**src/inc/nv_host_pkg.sv**
```systemverilog
// constants and types shared by the nonvolatile sram host controller
package nv_host_pkg;

  // ---------------------------------------------------------------
  // bus widths and clock
  // ---------------------------------------------------------------
  localparam int ADDR_W = 15;
  localparam int DATA_W = 8;
  localparam int CLOCK_PERIOD_NS = 20;

  // ---------------------------------------------------------------
  // pin timing, in ns, and derived cycle counts (least times round up)
  // ---------------------------------------------------------------
  localparam int ADDRESS_ACCESS_DELAY_NS = 45;
  localparam int WRITE_PULSE_NS = 45;
  localparam int ACCESS_CYCLES = (ADDRESS_ACCESS_DELAY_NS + CLOCK_PERIOD_NS - 1) / CLOCK_PERIOD_NS;
  localparam int WRITE_CYCLES = (WRITE_PULSE_NS + CLOCK_PERIOD_NS - 1) / CLOCK_PERIOD_NS;

  // ---------------------------------------------------------------
  // busy durations, in us, and derived cycle counts
  // ---------------------------------------------------------------
  localparam int SAVE_DURATION_US = 10000;
  localparam int RESTORE_DURATION_US = 20;
  localparam int POWERUP_RESTORE_DURATION_US = 20000;
  localparam int SAVE_CYCLES = (SAVE_DURATION_US * 1000 + CLOCK_PERIOD_NS - 1) / CLOCK_PERIOD_NS;
  localparam int RESTORE_CYCLES = (RESTORE_DURATION_US * 1000 + CLOCK_PERIOD_NS - 1) / CLOCK_PERIOD_NS;
  localparam int POWERUP_CYCLES =
    (POWERUP_RESTORE_DURATION_US * 1000 + CLOCK_PERIOD_NS - 1) / CLOCK_PERIOD_NS;

  // ---------------------------------------------------------------
  // software save / restore address sequence (low 14 bits)
  // ---------------------------------------------------------------
  localparam int SEQ_LEN = 6;
  localparam logic [13:0] SEQ_ADDR_0 = 14'h0E38;
  localparam logic [13:0] SEQ_ADDR_1 = 14'h31C7;
  localparam logic [13:0] SEQ_ADDR_2 = 14'h03E0;
  localparam logic [13:0] SEQ_ADDR_3 = 14'h3C1F;
  localparam logic [13:0] SEQ_ADDR_4 = 14'h303F;
  localparam logic [13:0] SEQ_SAVE_ADDR = 14'h0FC0;
  localparam logic [13:0] SEQ_RESTORE_ADDR = 14'h0C63;

  // ---------------------------------------------------------------
  // host command codes
  // ---------------------------------------------------------------
  typedef enum logic [1:0] {
    OP_READ = 2'h0,
    OP_WRITE = 2'h1,
    OP_SAVE = 2'h2,
    OP_RESTORE = 2'h3
  } op_t;

endpackage : nv_host_pkg

```
**src/inc/bus_cycle_if.sv**
```systemverilog
// one pin-level bus cycle request and its answer
interface bus_cycle_if;
  import nv_host_pkg::*;
  logic req;
  logic wr;
  logic [ADDR_W-1:0] addr;
  logic [DATA_W-1:0] wdata;
  logic [DATA_W-1:0] rdata;
  logic done;
  modport master (output req, wr, addr, wdata, input rdata, done);
  modport slave (input req, wr, addr, wdata, output rdata, done);
endinterface : bus_cycle_if

```
**src/design/pin_cycle_engine.sv**
```systemverilog
// pin cycle engine: runs one sram read or write cycle on the pins
module pin_cycle_engine (
  // clock and reset
  input wire logic clock,
  input wire logic reset_n,
  // cycle request
  bus_cycle_if.slave cyc,
  // sram pins
  output logic chip_sel_n,
  output logic write_en_n,
  output logic out_en_n,
  output logic [nv_host_pkg::ADDR_W-1:0] byte_address,
  output logic [nv_host_pkg::DATA_W-1:0] data_out,
  output logic data_oe_n,
  input wire logic [nv_host_pkg::DATA_W-1:0] data_in
);
  import nv_host_pkg::*;

  typedef enum logic [3:0] {
    E_IDLE = 4'h1,
    E_SETUP = 4'h2,
    E_STROBE = 4'h4,
    E_RECOVER = 4'h8
  } eng_t;

  eng_t st_r;
  logic wr_r;
  logic [3:0] cnt_r;
  logic [DATA_W-1:0] rdata_r;
  logic done_r;

  assign cyc.rdata = rdata_r;
  assign cyc.done = done_r;

  // ---------------------------------------------------------------
  // cycle sequencer
  // ---------------------------------------------------------------
  // address first, strobes one cycle later, address held at least two cycles past
  always_ff @(posedge clock) begin
    if (!reset_n) begin
      st_r <= E_IDLE;
      wr_r <= 1'b0;
      cnt_r <= 4'h0;
      done_r <= 1'b0;
      byte_address <= '0;
      data_out <= '0;
    end else begin
      done_r <= 1'b0;
      case (st_r)
        E_IDLE: begin
          if (cyc.req) begin
            byte_address <= cyc.addr; // [RULE_04]
            data_out <= cyc.wdata;
            wr_r <= cyc.wr;
            st_r <= E_SETUP;
          end
        end
        E_SETUP: begin
          cnt_r <= wr_r ? 4'(WRITE_CYCLES - 1) : 4'(ACCESS_CYCLES - 1);
          st_r <= E_STROBE;
        end
        E_STROBE: begin
          if (cnt_r == 4'h0) begin
            st_r <= E_RECOVER;
          end else begin
            cnt_r <= cnt_r - 4'h1;
          end
        end
        E_RECOVER: begin
          done_r <= 1'b1;
          st_r <= E_IDLE;
        end
        default: st_r <= E_IDLE;
      endcase
    end
  end

  // ---------------------------------------------------------------
  // pin strobes
  // ---------------------------------------------------------------
  // chip select frames the cycle; reads end on chip select rising
  always_ff @(posedge clock) begin
    if (!reset_n) begin
      chip_sel_n <= 1'b1;
      write_en_n <= 1'b1;
      out_en_n <= 1'b1;
      data_oe_n <= 1'b1;
    end else begin
      chip_sel_n <= !(st_r == E_SETUP || (st_r == E_STROBE && cnt_r != 4'h0));
      // write enable stays high on every read, sequence reads included
      write_en_n <= !(wr_r && (st_r == E_SETUP || (st_r == E_STROBE && cnt_r != 4'h0))); // [RULE_21]
      // output enable only on reads, never during a write
      out_en_n <= !(!wr_r && (st_r == E_SETUP || (st_r == E_STROBE && cnt_r != 4'h0))); // [RULE_05]
      // data driven through the write and one hold cycle after it
      data_oe_n <= !(wr_r && (st_r == E_SETUP || st_r == E_STROBE));
    end
  end

  // read data captured just before chip select rises
  always_ff @(posedge clock) begin
    if (!reset_n) begin
      rdata_r <= '0;
    end else if (st_r == E_STROBE && cnt_r == 4'h0 && !wr_r) begin
      rdata_r <= data_in;
    end
  end

  // ---------------------------------------------------------------
  // assertions
  // ---------------------------------------------------------------
  a_write_addr_stable: assert property (@(posedge clock) disable iff (!reset_n)
    (!write_en_n || $past(!write_en_n)) |-> $stable(byte_address)) // [RULE_04]
    else $error("address moved during write cycle");
  a_write_oe_high: assert property (@(posedge clock) disable iff (!reset_n)
    !write_en_n |-> out_en_n && !data_oe_n) // [RULE_05]
    else $error("output enable low or data undriven during write");
  a_write_pulse_len: assert property (@(posedge clock) disable iff (!reset_n)
    $fell(write_en_n) |-> !write_en_n [*3] ##1 write_en_n) // [RULE_03]
    else $error("write pulse length wrong");
  a_read_we_high: assert property (@(posedge clock) disable iff (!reset_n)
    !out_en_n |-> write_en_n && data_oe_n && !chip_sel_n) // [RULE_21]
    else $error("write enable low or bus driven during read");
endmodule : pin_cycle_engine

```
**src/design/nv_sram_host.sv**
```systemverilog
// host controller for a nonvolatile sram: reads, writes, save, restore
//
// Summary of operation
// RULE_01 - device reads when select, output enable low
// RULE_02 - read data follows address until deselect
// RULE_03 - device writes when select and write low
// RULE_04 - host holds address stable through write
// RULE_05 - host keeps output enable high writing
// RULE_06 - device turns drivers off after write
// RULE_07 - power-loss save skipped without prior write
// RULE_08 - software save always runs
// RULE_09 - power-up restore latched, runs above threshold
// RULE_10 - host must not write during power-up restore
// RULE_11 - six reads ending 0x0FC0 start save
// RULE_12 - same five reads then 0x0C63 restore
// RULE_13 - intervening access aborts the sequence
// RULE_14 - only reads count; output enable optional
// RULE_15 - save erases then programs nonvolatile cells
// RULE_16 - bus disabled for the save duration
// RULE_17 - restore clears then copies into sram
// RULE_18 - restore keeps nonvolatile data, unlimited repeats
// RULE_19 - low capacitor voltage blocks saves, writes; the model still runs a power-loss save when low_cap is high
// RULE_20 - sequence match uses low 14 address bits
// RULE_21 - write enable high for all six reads
// RULE_22 - tracker steps on chip select rising
// RULE_23 - durations are parameters; busy holds bus
// RULE_24 - write flag set by write, cleared by transfer
module nv_sram_host #(
  parameter int unsigned SAVE_WAIT = nv_host_pkg::SAVE_CYCLES,
  parameter int unsigned RESTORE_WAIT = nv_host_pkg::RESTORE_CYCLES,
  parameter int unsigned POWERUP_WAIT = nv_host_pkg::POWERUP_CYCLES
) (
  // clock and reset
  input wire logic clock,
  input wire logic reset_n,
  // user command port
  input wire logic cmd_valid,
  input wire logic [1:0] cmd_op,
  input wire logic [nv_host_pkg::ADDR_W-1:0] cmd_addr,
  input wire logic [nv_host_pkg::DATA_W-1:0] cmd_wdata,
  output logic cmd_ready,
  output logic cmd_done,
  output logic [nv_host_pkg::DATA_W-1:0] rd_data,
  output logic nv_busy,
  // sram pins
  output logic chip_sel_n,
  output logic write_en_n,
  output logic out_en_n,
  output logic [nv_host_pkg::ADDR_W-1:0] byte_address,
  output logic [nv_host_pkg::DATA_W-1:0] data_lines_out,
  output logic data_lines_oe_n,
  input wire logic [nv_host_pkg::DATA_W-1:0] data_lines_in
);
  import nv_host_pkg::*;

  // ---------------------------------------------------------------
  // declarations
  // ---------------------------------------------------------------
  typedef enum logic [4:0] {
    S_POWERUP = 5'h01,
    S_IDLE = 5'h02,
    S_ACCESS = 5'h04,
    S_SEQ = 5'h08,
    S_BUSY = 5'h10
  } host_state_t;

  host_state_t st_r;
  logic [31:0] timer_r;
  logic [2:0] step_r;
  logic save_r;
  logic req_r;
  logic wr_r;
  logic [ADDR_W-1:0] addr_r;
  logic [DATA_W-1:0] wdata_r;
  logic [ADDR_W-1:0] seq_addr_nxt;

  bus_cycle_if cyc ();

  assign cyc.req = req_r;
  assign cyc.wr = wr_r;
  assign cyc.addr = addr_r;
  assign cyc.wdata = wdata_r;

  // ---------------------------------------------------------------
  // sequence address table
  // ---------------------------------------------------------------
  // next address of the six-read sequence; top address bit sent as zero
  always_comb begin
    seq_addr_nxt = '0;
    case (step_r)
      3'h0: seq_addr_nxt = {1'b0, SEQ_ADDR_1}; // [RULE_20]
      3'h1: seq_addr_nxt = {1'b0, SEQ_ADDR_2};
      3'h2: seq_addr_nxt = {1'b0, SEQ_ADDR_3};
      3'h3: seq_addr_nxt = {1'b0, SEQ_ADDR_4};
      3'h4: seq_addr_nxt = {1'b0, save_r ? SEQ_SAVE_ADDR : SEQ_RESTORE_ADDR}; // [RULE_11] [RULE_12]
      default: seq_addr_nxt = {1'b0, SEQ_ADDR_0};
    endcase
  end

  // ---------------------------------------------------------------
  // command state machine
  // ---------------------------------------------------------------
  // after reset the device runs its own restore; no cycle until it ends
  always_ff @(posedge clock) begin
    if (!reset_n) begin
      st_r <= S_POWERUP;
      timer_r <= 32'h0000_0000;
      step_r <= 3'h0;
      save_r <= 1'b0;
      req_r <= 1'b0;
      wr_r <= 1'b0;
      addr_r <= '0;
      wdata_r <= '0;
    end else begin
      req_r <= 1'b0;
      case (st_r)
        S_POWERUP: begin
          if (timer_r == 32'(POWERUP_WAIT - 1)) begin // [RULE_10]
            st_r <= S_IDLE;
          end else begin
            timer_r <= timer_r + 32'h1;
          end
        end
        S_IDLE: begin
          if (cmd_valid) begin
            if (op_t'(cmd_op) == OP_READ || op_t'(cmd_op) == OP_WRITE) begin
              wr_r <= op_t'(cmd_op) == OP_WRITE;
              addr_r <= cmd_addr;
              wdata_r <= cmd_wdata;
              req_r <= 1'b1;
              st_r <= S_ACCESS;
            end else begin
              // sequence reads only; nothing may come between them
              save_r <= op_t'(cmd_op) == OP_SAVE;
              wr_r <= 1'b0; // [RULE_21]
              addr_r <= {1'b0, SEQ_ADDR_0};
              step_r <= 3'h0;
              req_r <= 1'b1;
              st_r <= S_SEQ; // [RULE_13]
            end
          end
        end
        S_ACCESS: begin
          if (cyc.done) begin
            st_r <= S_IDLE;
          end
        end
        S_SEQ: begin
          if (cyc.done) begin
            if (step_r == 3'(SEQ_LEN - 1)) begin
              // sixth read launched the transfer; wait out its duration
              timer_r <= 32'h0000_0000;
              st_r <= S_BUSY; // [RULE_16]
            end else begin
              addr_r <= seq_addr_nxt;
              step_r <= step_r + 3'h1;
              req_r <= 1'b1;
            end
          end
        end
        S_BUSY: begin
          if (timer_r == (save_r ? 32'(SAVE_WAIT - 1) : 32'(RESTORE_WAIT - 1))) begin // [RULE_23]
            st_r <= S_IDLE;
          end else begin
            timer_r <= timer_r + 32'h1;
          end
        end
        default: st_r <= S_IDLE;
      endcase
    end
  end

  // ---------------------------------------------------------------
  // user answers
  // ---------------------------------------------------------------
  // ready in idle, done pulse at the end of each command
  always_ff @(posedge clock) begin
    if (!reset_n) begin
      cmd_ready <= 1'b0;
      cmd_done <= 1'b0;
      nv_busy <= 1'b1;
      rd_data <= '0;
    end else begin
      cmd_ready <= (st_r == S_IDLE && !cmd_valid) || (st_r == S_ACCESS && cyc.done) ||
        (st_r == S_BUSY && timer_r == (save_r ? 32'(SAVE_WAIT - 1) : 32'(RESTORE_WAIT - 1))) ||
        (st_r == S_POWERUP && timer_r == 32'(POWERUP_WAIT - 1));
      cmd_done <= (st_r == S_ACCESS && cyc.done) ||
        (st_r == S_BUSY && timer_r == (save_r ? 32'(SAVE_WAIT - 1) : 32'(RESTORE_WAIT - 1)));
      nv_busy <= (st_r == S_POWERUP && timer_r != 32'(POWERUP_WAIT - 1)) ||
        (st_r == S_SEQ && cyc.done && step_r == 3'(SEQ_LEN - 1)) ||
        (st_r == S_BUSY && timer_r != (save_r ? 32'(SAVE_WAIT - 1) : 32'(RESTORE_WAIT - 1)));
      if (st_r == S_ACCESS && cyc.done && !wr_r) begin
        rd_data <= cyc.rdata;
      end
    end
  end

  // ---------------------------------------------------------------
  // pin cycle engine
  // ---------------------------------------------------------------
  pin_cycle_engine u_engine (
    .clock (clock),
    .reset_n (reset_n),
    .cyc (cyc.slave),
    .chip_sel_n (chip_sel_n),
    .write_en_n (write_en_n),
    .out_en_n (out_en_n),
    .byte_address (byte_address),
    .data_out (data_lines_out),
    .data_oe_n (data_lines_oe_n),
    .data_in (data_lines_in)
  );

  // ---------------------------------------------------------------
  // assertions
  // ---------------------------------------------------------------
  a_powerup_no_access: assert property (@(posedge clock) disable iff (!reset_n)
    st_r == S_POWERUP |-> chip_sel_n && write_en_n && !req_r) // [RULE_10]
    else $error("bus cycle during power-up restore");
  a_seq_save_last: assert property (@(posedge clock) disable iff (!reset_n)
    (req_r && st_r == S_SEQ && step_r == 3'h5 && save_r) |->
    addr_r == {1'b0, SEQ_SAVE_ADDR} ##1 addr_r == {1'b0, SEQ_SAVE_ADDR}) // [RULE_11]
    else $error("save sequence last address wrong");
  a_seq_restore_last: assert property (@(posedge clock) disable iff (!reset_n)
    (req_r && st_r == S_SEQ && step_r == 3'h5 && !save_r) |->
    addr_r == {1'b0, SEQ_RESTORE_ADDR}) // [RULE_12]
    else $error("restore sequence last address wrong");
  a_seq_first_addr: assert property (@(posedge clock) disable iff (!reset_n)
    (req_r && st_r == S_SEQ && step_r == 3'h0) |-> addr_r == {1'b0, SEQ_ADDR_0}) // [RULE_11]
    else $error("sequence does not open at first address");
  a_seq_we_high: assert property (@(posedge clock) disable iff (!reset_n)
    st_r == S_SEQ |-> write_en_n && data_lines_oe_n) // [RULE_21]
    else $error("write enable low inside sequence");
  a_busy_no_cycle: assert property (@(posedge clock) disable iff (!reset_n)
    $rose(st_r == S_BUSY) |-> (chip_sel_n && nv_busy) [*3]) // [RULE_23]
    else $error("bus used while transfer busy");

  c_save_done: cover property (@(posedge clock) disable iff (!reset_n)
    st_r == S_BUSY && save_r ##1 st_r == S_IDLE);
  c_restore_done: cover property (@(posedge clock) disable iff (!reset_n)
    st_r == S_BUSY && !save_r ##1 st_r == S_IDLE);
  c_write_done: cover property (@(posedge clock) disable iff (!reset_n)
    st_r == S_ACCESS && wr_r && cyc.done);
  c_read_done: cover property (@(posedge clock) disable iff (!reset_n)
    st_r == S_ACCESS && !wr_r && cyc.done);
endmodule : nv_sram_host

```
**config.mk**
```make
export PLATFORM = sky130hd
export DESIGN_NAME = nv_sram_host
export DESIGN_NICKNAME = d
export VERILOG_FILES = /design/src/inc/nv_host_pkg.sv /design/src/inc/bus_cycle_if.sv /design/src/design/pin_cycle_engine.sv /design/src/design/nv_sram_host.sv
export SDC_FILE = /design/constraint.sdc
export NUM_CORES = 1
export LEC_CHECK = 0
export ABC_AREA = 0
export BUFFER_PORTS_ARGS = -buffer_cell sky130_fd_sc_hd__buf_4
export CAP_MARGIN = 20
export CORE_MARGIN = 1
export CORE_UTILIZATION = 55
export CTS_BUF_LIST = sky130_fd_sc_hd__clkbuf_8
export CTS_CLUSTER_SIZE = 8
export DETAILED_ROUTE_END_ITERATION = 16
export GPL_ROUTABILITY_DRIVEN = 0
export GPL_TIMING_DRIVEN = 0
export PLACE_DENSITY = 0.77
export SETUP_SLACK_MARGIN = 0.2
export SLEW_MARGIN = 20
export SYNTH_ARGS = -nofsm -noshare
export SYNTH_HDL_FRONTEND = slang
export SYNTH_SLANG_ARGS = --single-unit
```
**constraint.sdc**
```tcl
create_clock -name clock -period 5 [get_ports clock]
set_input_delay 1 -clock clock [delete_from_list [all_inputs] [get_ports clock]]
set_output_delay 1 -clock clock [all_outputs]
set_load 0.05 [all_outputs]
```
# After elaboration in Yosys (flattened, before gate mapping)
# Cells that the tools add are included.
# totals
register_bits	122
inputBits	36
output_inout_bits	38
elab_cells	145
# classes
add_sub_neg	3
eq_ne	33
mux	37
bitwise	1
n_reduce_logical	48
# op_table
cell	n
$mux W32	4
$pmux W32 S3	1
$pmux W14 S5	1
$mux W15	4
$add A32 B1 Y32 const B	1
$eq A32 B20 Y1 const B	1
$eq A32 B32 Y1	1
$ne A32 B19 Y1	1
$ne A32 B20 Y1 const B	1
$mux W5	6
$pmux W15 S2	1
$pmux W5 S5	1
$ne A2 B2 Y1 const B	11
$mux W19	1
$mux W4	4
$logic_and A1 B1 Y1	15
$mux W3	4
$pmux W4 S3	1
$mux W10	1
$reduce_and A5 Y1	2
$logic_or A1 B1 Y1	9
$pmux W4 S2	1
$reduce_and A2 Y1	4
$logic_not A1 Y1	7
other kinds (30)	39

# Longest topological paths before layout
# Gate-level depths: netlist of run 1.
# depth
depth_word	5
mapped_depth	9
mapped_depth_nobuf	8

# Cells and area by module
# From an unflattened synthesis of run 1, not the netlist that was laid out.
# hier_totals
hier_cells	678
hier_area_um2	5856.9
# modules_own_cells
module	n_inst	cells_each	area_per_inst_um2	seq_area_each_um2
nv_sram_host	1	478	4041.4	1541.5
pin_cycle_engine	1	200	1815.5	900.9

# Worst setup path after synthesis of run 1
# Ideal clock, no wire load.
# synth_path
path_type	input -> register
startpoint	input cmd_valid
endpoint	register step_r[0]
setup_time_ns	0.128
arrival_ns	2.135
required_ns	4.872
slack_ns	2.737
stages	5
n_path_buf	0
path_cell_list	and4bb_2 a211oi_2 o21a_1 mux2i_1 nor2_1
# synth_via
elab_chain_cells	2
# synth_lines
element	line	text
start: declaration	nv_sram_host.sv:37	input wire logic cmd_valid,
$ne A2 B2 Y1 (no source line)	--	
$reduce_and A5 Y1 (no source line)	--	
end signal: assignment	nv_sram_host.sv:156	step_r <= step_r + 3'h1;
end: declaration	nv_sram_host.sv:69	logic [2:0] step_r;
# No other way between the ends.
# A chain may end at the register's enable or synchronous reset.

# Final worst setup path of run 1
# layout_path
startpoint	register timer_r[0]
endpoint	register timer_r[16]
# layout_via
elab_chain_cells	3
word_cells_on_any_way	9
cone_classes	1 x add/sub; 4 x eq/ne; 3 x mux; 1 x reduce/logical
# layout_lines
element	line	text
start: declaration	nv_sram_host.sv:68	logic [31:0] timer_r;
start signal: assignment	nv_sram_host.sv:121	timer_r <= timer_r + 32'h1;
start signal: assignment	nv_sram_host.sv:165	timer_r <= timer_r + 32'h1;
$add A32 B1 Y32, or another cell as far along	nv_sram_host.sv:121, nv_sram_host.sv:165	
$mux W32, or another cell as far along	nv_sram_host.sv:162	if (timer_r == (save_r ? 32'(SAVE_WAIT - 1) : 32'(RESTORE_WAIT - 1))) begin
$pmux W32 S3 or $reduce_and A5 Y1 (tied branches)	--	
# Several ways; a longest one is shown, not always the timed one. The select of a mux whose other input is x is not followed.

==> results of run 1 <==
-- final timing paths --
check                                  end  slack [ns]  depth (start not counted)
setup / recovery               timer_r[16]        2.06                          8
setup reg to reg               timer_r[16]        2.06                          8
hold / removal    u_engine.byte_address[3]        0.46                          2
hold reg to reg   u_engine.byte_address[3]        0.46                          2
-- flip-flops by register name, indices dropped and copies added (netlist names) --
register and count:
u_engine.st_r 4, step_r 3, timer_r 32, cyc.wdata 8
st_r 5, u_engine.byte_address 15, u_engine.cnt_r 4, save_r 1
u_engine.cyc.done 1, cmd_ready 1, u_engine.data_out 8, cyc.wr 1
u_engine.chip_sel_n 1, u_engine.data_oe_n 1, cmd_done 1, u_engine.wr_r 1
nv_busy 1, addr_r 15, u_engine.write_en_n 1, u_engine.out_en_n 1
cyc.req 1, rd_data 8, u_engine.cyc.rdata 8
-- report_power, final --
part | leakage (uW) | internal, uW | switching (uW)
clock network | 0.000243 | 646 | 428
registers | 0.000983 | 982 | 13.1
logic | 0.00132 | 58.0 | 100
-- placed cells by master, fill, tap and decap left out, types with 8 or more instances in the layout --
cell      instances
buf_4            73
nand3_1          22
clkbuf_1         29
dfxtp_1         122
mux2i_1          26
or3_1            10
nand4_1           9
or4_1            10
nor4_1           10
nor2_1           83
clkbuf_8         17
inv_1            12
nor3_1           13
a21oi_1          78
ha_1              8
buf_2             8
o21ai_0          34
nand2_1          99
-- final cells by class --
class	instances	area share, %
Multi-Input combinational cell	504	42.5
Sequential cell	122	36.5
Timing Repair Buffer	73	8.20
Clock inverter	15	3.71
Clock buffer	17	3.50
Tap cell	133	2.49
Buffer	39	2.45
Inverter	10	0.562
-- Yosys cell counts (4+ instances only) --
| cell type | number |
|---|---|
| a21oi_1 | 78 |
| a31oi_1 | 7 |
| and3_1 | 7 |
| buf_2 | 8 |
| clkbuf_1 | 29 |
| dfxtp_1 | 122 |
| ha_1 | 8 |
| inv_1 | 10 |
| mux2i_1 | 26 |
| nand2_1 | 99 |
| nand2b_1 | 5 |
| nand3_1 | 22 |
| nand3b_1 | 6 |
| nand4_1 | 9 |
| nor2_1 | 83 |
| nor2b_1 | 4 |
| nor3_1 | 13 |
| nor3b_1 | 6 |
| nor4_1 | 10 |
| nor4b_1 | 4 |
| o211ai_1 | 7 |
| o21ai_0 | 34 |
| o221a_2 | 7 |
| or2_2 | 4 |
| or3_1 | 10 |
| or4_1 | 10 |
-- per-layer routing --
layer | track usage [%] | vias to the layer above | part of all wire, % | wire (um)
met2 | 50.6 | 224 | 48 | 7360
li1 | - | 2586 | - | -
met5 | 0 | - | 0 | 0
met4 | 12.3 | 0 | 2.7 | 414
met1 | 38.0 | 2547 | 41 | 6310
met3 | 9.17 | 40 | 7.9 | 1220
-- worst max-delay path, cell delays in order, from the launching register on --
cell      delay, ns
dfxtp_1        0.41
ha_1           0.24
nand3_1        0.24
or4_1          0.48
nor3_1         0.31
o31a_1         0.32
clkbuf_1       0.42
o21ai_0        0.24
a21oi_1        0.21
-- kinds of logic (layout without fill, tap and decap cells) --
logic type / after synthesis / count (layout)
buf+inv: 49 / 154
fa+ha+maj: 8 / 8
xor+xnor: 3 / 3
compound gates: 155 / 155
mux: 26 / 26
simple gates: 312 / 312
flops: 122 / 122
-- through the flow --
step	cell area [um2]	std cells	hold slack, ns	total power, uW	util (%)
after global routing	6680	913	0.473	2290	68.7
after global placement	6200	881	0.437	1170	63.7
after CTS	6680	913	0.457	2230	68.7
final	6680	913	0.457	2230	68.7
after detailed placement	6200	881	0.436	1170	63.7
after floorplan	5490	675	0.393	1100	-
==> results.sh, run 1 <==
export IMPL_cts_tree="yes"
export IMPL_synthDistinctLibCells=54
export IMPL_clockBufferDepth=2
export IMPL_wl_um=15300
export IMPL_worstReg2RegStart="timer_r[0]"
export IMPL_h_tree_depth=4
export IMPL_min_path_type="reg -> reg"
export IMPL_p_leak_uw=0.00255
export IMPL_grt_pass1_wl_um=24500
export IMPL_synthMuxAreaShare_pct=4.74
export IMPL_setup_tns_final_ns=0
export IMPL_die_area_um2=10400
export IMPL_async_flop_share_pct=0
export IMPL_drv_cap=0
export IMPL_post_cts_buffers=0
export IMPL_fin_nets=811
export IMPL_tightestPinTransition_ns=0.995
export IMPL_initial_core_util_pct=56.4
export IMPL_drive_gt1_share_pct=16.9
export IMPL_core_um2=9730
export IMPL_synthAdderAreaFrac_pct=1.82
export IMPL_crit_path_start_kind="flip-flop"
export IMPL_worst_slack_ns=2.06
export IMPL_synth_compound_area_share_pct=16.7
export IMPL_dp_hpwl_um=10500
export IMPL_synth_seq_area_share_pct=44.5
export IMPL_cts_made_buffers=17
export IMPL_nFillCells=852
export IMPL_period_needed_ns=2.94
export IMPL_ir_worst_vdd_mv=0.232
export IMPL_min_delay_start="u_engine.byte_address[3]"
export IMPL_rsz0062_at_grt="no"
export IMPL_dr_pass1_iters=6
export IMPL_synth_top_area_cell="dfxtp_1"
export IMPL_syn_area_um2=5490
export IMPL_synth_nets=719
export IMPL_die_height_um=102
export IMPL_drv_slew=0
export IMPL_area_growth_pct=21.8
export IMPL_ant_nets=0
export IMPL_worst_setup_path_type="reg -> reg"
export IMPL_ys_seq_elements=122
export IMPL_antenna_found_initial=0
export IMPL_powerDensity_nw_per_um2=333
export IMPL_synth_edff_count=0
export IMPL_pre_cts_slack_ns=2.22
export IMPL_ys_top_cells_by_area="dfxtp_1 45%, a21oi_1 7.1%, nand2_1 6.8%"
export IMPL_grt_max_degree=17
export IMPL_vias_per_cell=5.91
export IMPL_clkTransAtPathRegs_ns=0.07
export IMPL_n_antenna_cell=0
export IMPL_cp_end_kind="flip-flop"
export IMPL_slew_headroom_pct=32.8
export IMPL_multiInputGateArea_um2=2840
export IMPL_synthXorXnorAreaFrac_pct=0.479
export IMPL_grt_use_total_pct=30.8
export IMPL_ys_warnings_count=0
export IMPL_setup_viol=0
export IMPL_syn_area_per_cell_um2=8.13
export IMPL_route_detailed_drc=0
export IMPL_first_global_vias=5112
export IMPL_routed_via_count=5397
export IMPL_regArea_um2=2440
export IMPL_critPathLaunch="timer_r[0]"
export IMPL_worstPathArrival_ns=3.30
export IMPL_crit_fanout=10
export IMPL_io_pins=74
export IMPL_finalClockSkew_ns=0.0133
export IMPL_synth_top_area_share_pct=44.5
export IMPL_synthSimpleGateAreaFrac_pct=28.1
export IMPL_hold_viol_final=0
export IMPL_clkLatencyLatePin_ns=0.45
export IMPL_fp_dieW_um=102
export IMPL_syn_inst=675
export IMPL_drtIter0Drc=431
export IMPL_root_buffer="clkbuf_8"
export IMPL_status="finished, final reports clean"
export IMPL_fin_crit_sh_pct=58.7
export IMPL_ctsHoldBuffers=0
export IMPL_port_buffers=73
export IMPL_routedWlPerCell_um=16.8
export IMPL_cts_resized_gates=0
export IMPL_ys_flop_type="dfxtp_1"
export IMPL_synth_top_family_by_area="simple AND/OR/NAND/NOR gates"
export IMPL_max_freq_mhz=341
export IMPL_cts_sinks=122
export IMPL_rows=36
export IMPL_overflow=0
export IMPL_worstPathRequired_ns=5.37
Power figures use the tool's default switching activity.
==> run 2, diff against run 1 <==
Settings changed: CORE_UTILIZATION 55 to 54, PLACE_DENSITY 0.77 to 0.79.
Clock period 5 ns to 2.7 ns, I/O delays scaled along.
==> run 2 against run 1 <==
Effect of this change: clock power grew 45%; combinational power grew 97%; design area grew 0.60%; highest routed layer unchanged.
==> results.sh, run 2 (synthesized netlist as in run 1, its figures left out) <==
export IMPL_n_antenna_cell=0
export IMPL_fp_dieW_um=103
export IMPL_drtIter0Drc=397
export IMPL_root_buffer="clkbuf_8"
export IMPL_h_tree_depth=4
export IMPL_clockBufferDepth=2
export IMPL_fin_util_pct=68.5
export IMPL_setup_tns_final_ns=0
export IMPL_clkTransAtPathRegs_ns=0.08
export IMPL_layout_commonest_cell="dfxtp_1"
export IMPL_status="finished, final reports clean"
export IMPL_finalClockSkew_ns=0.0115
export IMPL_crit_fanout=10
export IMPL_first_global_vias=4955
export IMPL_hold_viol_final=0
export IMPL_powerDensity_nw_per_um2=552
export IMPL_vias_per_cell=5.96
export IMPL_cts_sinks=122
export IMPL_clkLatencyLatePin_ns=0.44
export IMPL_period_needed_ns=2.40
export IMPL_regArea_um2=2440
export IMPL_rsz0062_at_grt="no"
export IMPL_cts_tree="yes"
export IMPL_worst_setup_path_type="reg -> reg"
export IMPL_p_leak_uw=0.00258
export IMPL_nFillCells=797
export IMPL_die_height_um=103
export IMPL_top_regs="timer_r: 32 flops, addr_r: 15 flops, u_engine.byte_address: 15 flops"
export IMPL_dr_pass1_iters=6
export IMPL_placed_area_um2=6200
export IMPL_die_area_um2=10600
export IMPL_multiInputGateArea_um2=2920
export IMPL_slew_headroom_pct=37.0
export IMPL_cpMostUsedCell="clkbuf_2"
export IMPL_max_freq_mhz=416
export IMPL_critical_path_cell_chain="or3_1 > clkbuf_2 > nor3_4 > nor2_2 > o31a_1 > clkbuf_2 > o21ai_0 > a21oi_1"
export IMPL_crit_path_top_delay_cell="dfxtp_1"
export IMPL_total_power_uw=3710
export IMPL_setup_viol=0
export IMPL_worstPathArrival_ns=2.69
export IMPL_routedWlPerCell_um=16.3
export IMPL_slowest_delay_ns=0.37
export IMPL_ant_nets=0
export IMPL_worstPathRequired_ns=2.99
export IMPL_fin_crit_sh_pct=89.0
export IMPL_area_growth_pct=22.5
export IMPL_wl_um=14900
export IMPL_pre_cts_slack_ns=-0.00358
export IMPL_cp_end_kind="flip-flop"
export IMPL_drive_gt1_share_pct=20.1
export IMPL_ir_worst_vdd_mv=0.420
export IMPL_rows=36
export IMPL_min_path_type="in -> reg"
export IMPL_ctsHoldBuffers=0
export IMPL_mostFrequentLayoutCells="120 x dfxtp_1, 99 x nand2_1, 82 x nor2_1"
export IMPL_grt_max_degree=17
export IMPL_cts_made_buffers=17
export IMPL_dp_hpwl_um=10500
export IMPL_worst_slack_ns=0.297
export IMPL_crit_path_start_kind="flip-flop"
export IMPL_routed_via_count=5473
export IMPL_fin_nets=817
export IMPL_core_um2=9820
export IMPL_tightestPinTransition_ns=0.931
export IMPL_top_register="timer_r"
export IMPL_grt_pass1_wl_um=23600
export IMPL_fin_area_um2=6720
export IMPL_io_pins=74
export IMPL_antenna_found_initial=0
export IMPL_largest_reg_flops=32
export IMPL_overflow=0
export IMPL_route_detailed_drc=0
export IMPL_drv_cap=0
export IMPL_grt_use_total_pct=29.5
export IMPL_initial_core_util_pct=55.9
export IMPL_drv_slew=0
export IMPL_port_buffers=73
[run 2: cell count changes in the layout (fill, tap and decap cells not counted), sizes merged]
cell      delta
bufinv       -5
clkbuf       +4
buf          +6
clkinv       +1
clkinvlp     +3
inv          -3
[run 2: metal layers]
metal | vias up | wire length, um | track usage [%]
met4 | 0 | 279 | 11.5
li1 | 2606 | - | -
met3 | 34 | 1300 | 8.68
met5 | - | 0 | 0
met1 | 2567 | 6070 | 36.7
met2 | 266 | 7300 | 48.3
[run 2: critical path, delay by kind of cell, from the launching register on]
family	cells	cell delay, ns
simple gates	3	0.78
flops	1	0.37
buf+inv	2	0.41
compound gates	3	0.68
[run 2: worst paths after layout]
kind                            slack [ns]               endpoint              start  cells after the start
worst max-delay path                  0.30            timer_r[10]            st_r[0]                      8
worst max register to register        0.30            timer_r[10]            st_r[0]                      8
worst min-delay path                  0.33  u_engine.cyc.rdata[7]   data_lines_in[7]                      3
worst min register to register        0.45      u_engine.cnt_r[3]  u_engine.cnt_r[3]                      1
[run 2: metrics by stage]
| step | hold slack (ns) | instances |
|---|---|---|
| after floorplan | 0.393 | 675 |
| after global placement | 0.435 | 881 |
| after detailed placement | 0.440 | 881 |
| after CTS | 0.314 | 913 |
| after global routing | 0.335 | 919 |
| final | 0.334 | 919 |
[run 2: power breakdown]
part	switching, uW	leakage (uW)	internal, uW
sequential	26.2	0.000984	1820
combinational	193	0.00141	121
clock	733	0.000191	818
[run 2: final cells by class]
type	instances	area share [%]
clock buffers	21	4.30
well taps	133	2.48
clock inverters	11	1.43
flip-flops and latches	122	36.4
repair buffers	79	8.82
multi-input cells	504	43.5
plain buffers	39	2.57
inverters	10	0.558
[run 2: repair_timing]
item | 4_1_cts | 5_1_grt
endpoints found under the hold margin | 0 | 0
pin swaps | 1 | 4
setup endpoints to repair | 22 | 43
setup buffers | 0 | 6
resized for setup | 7 | 22
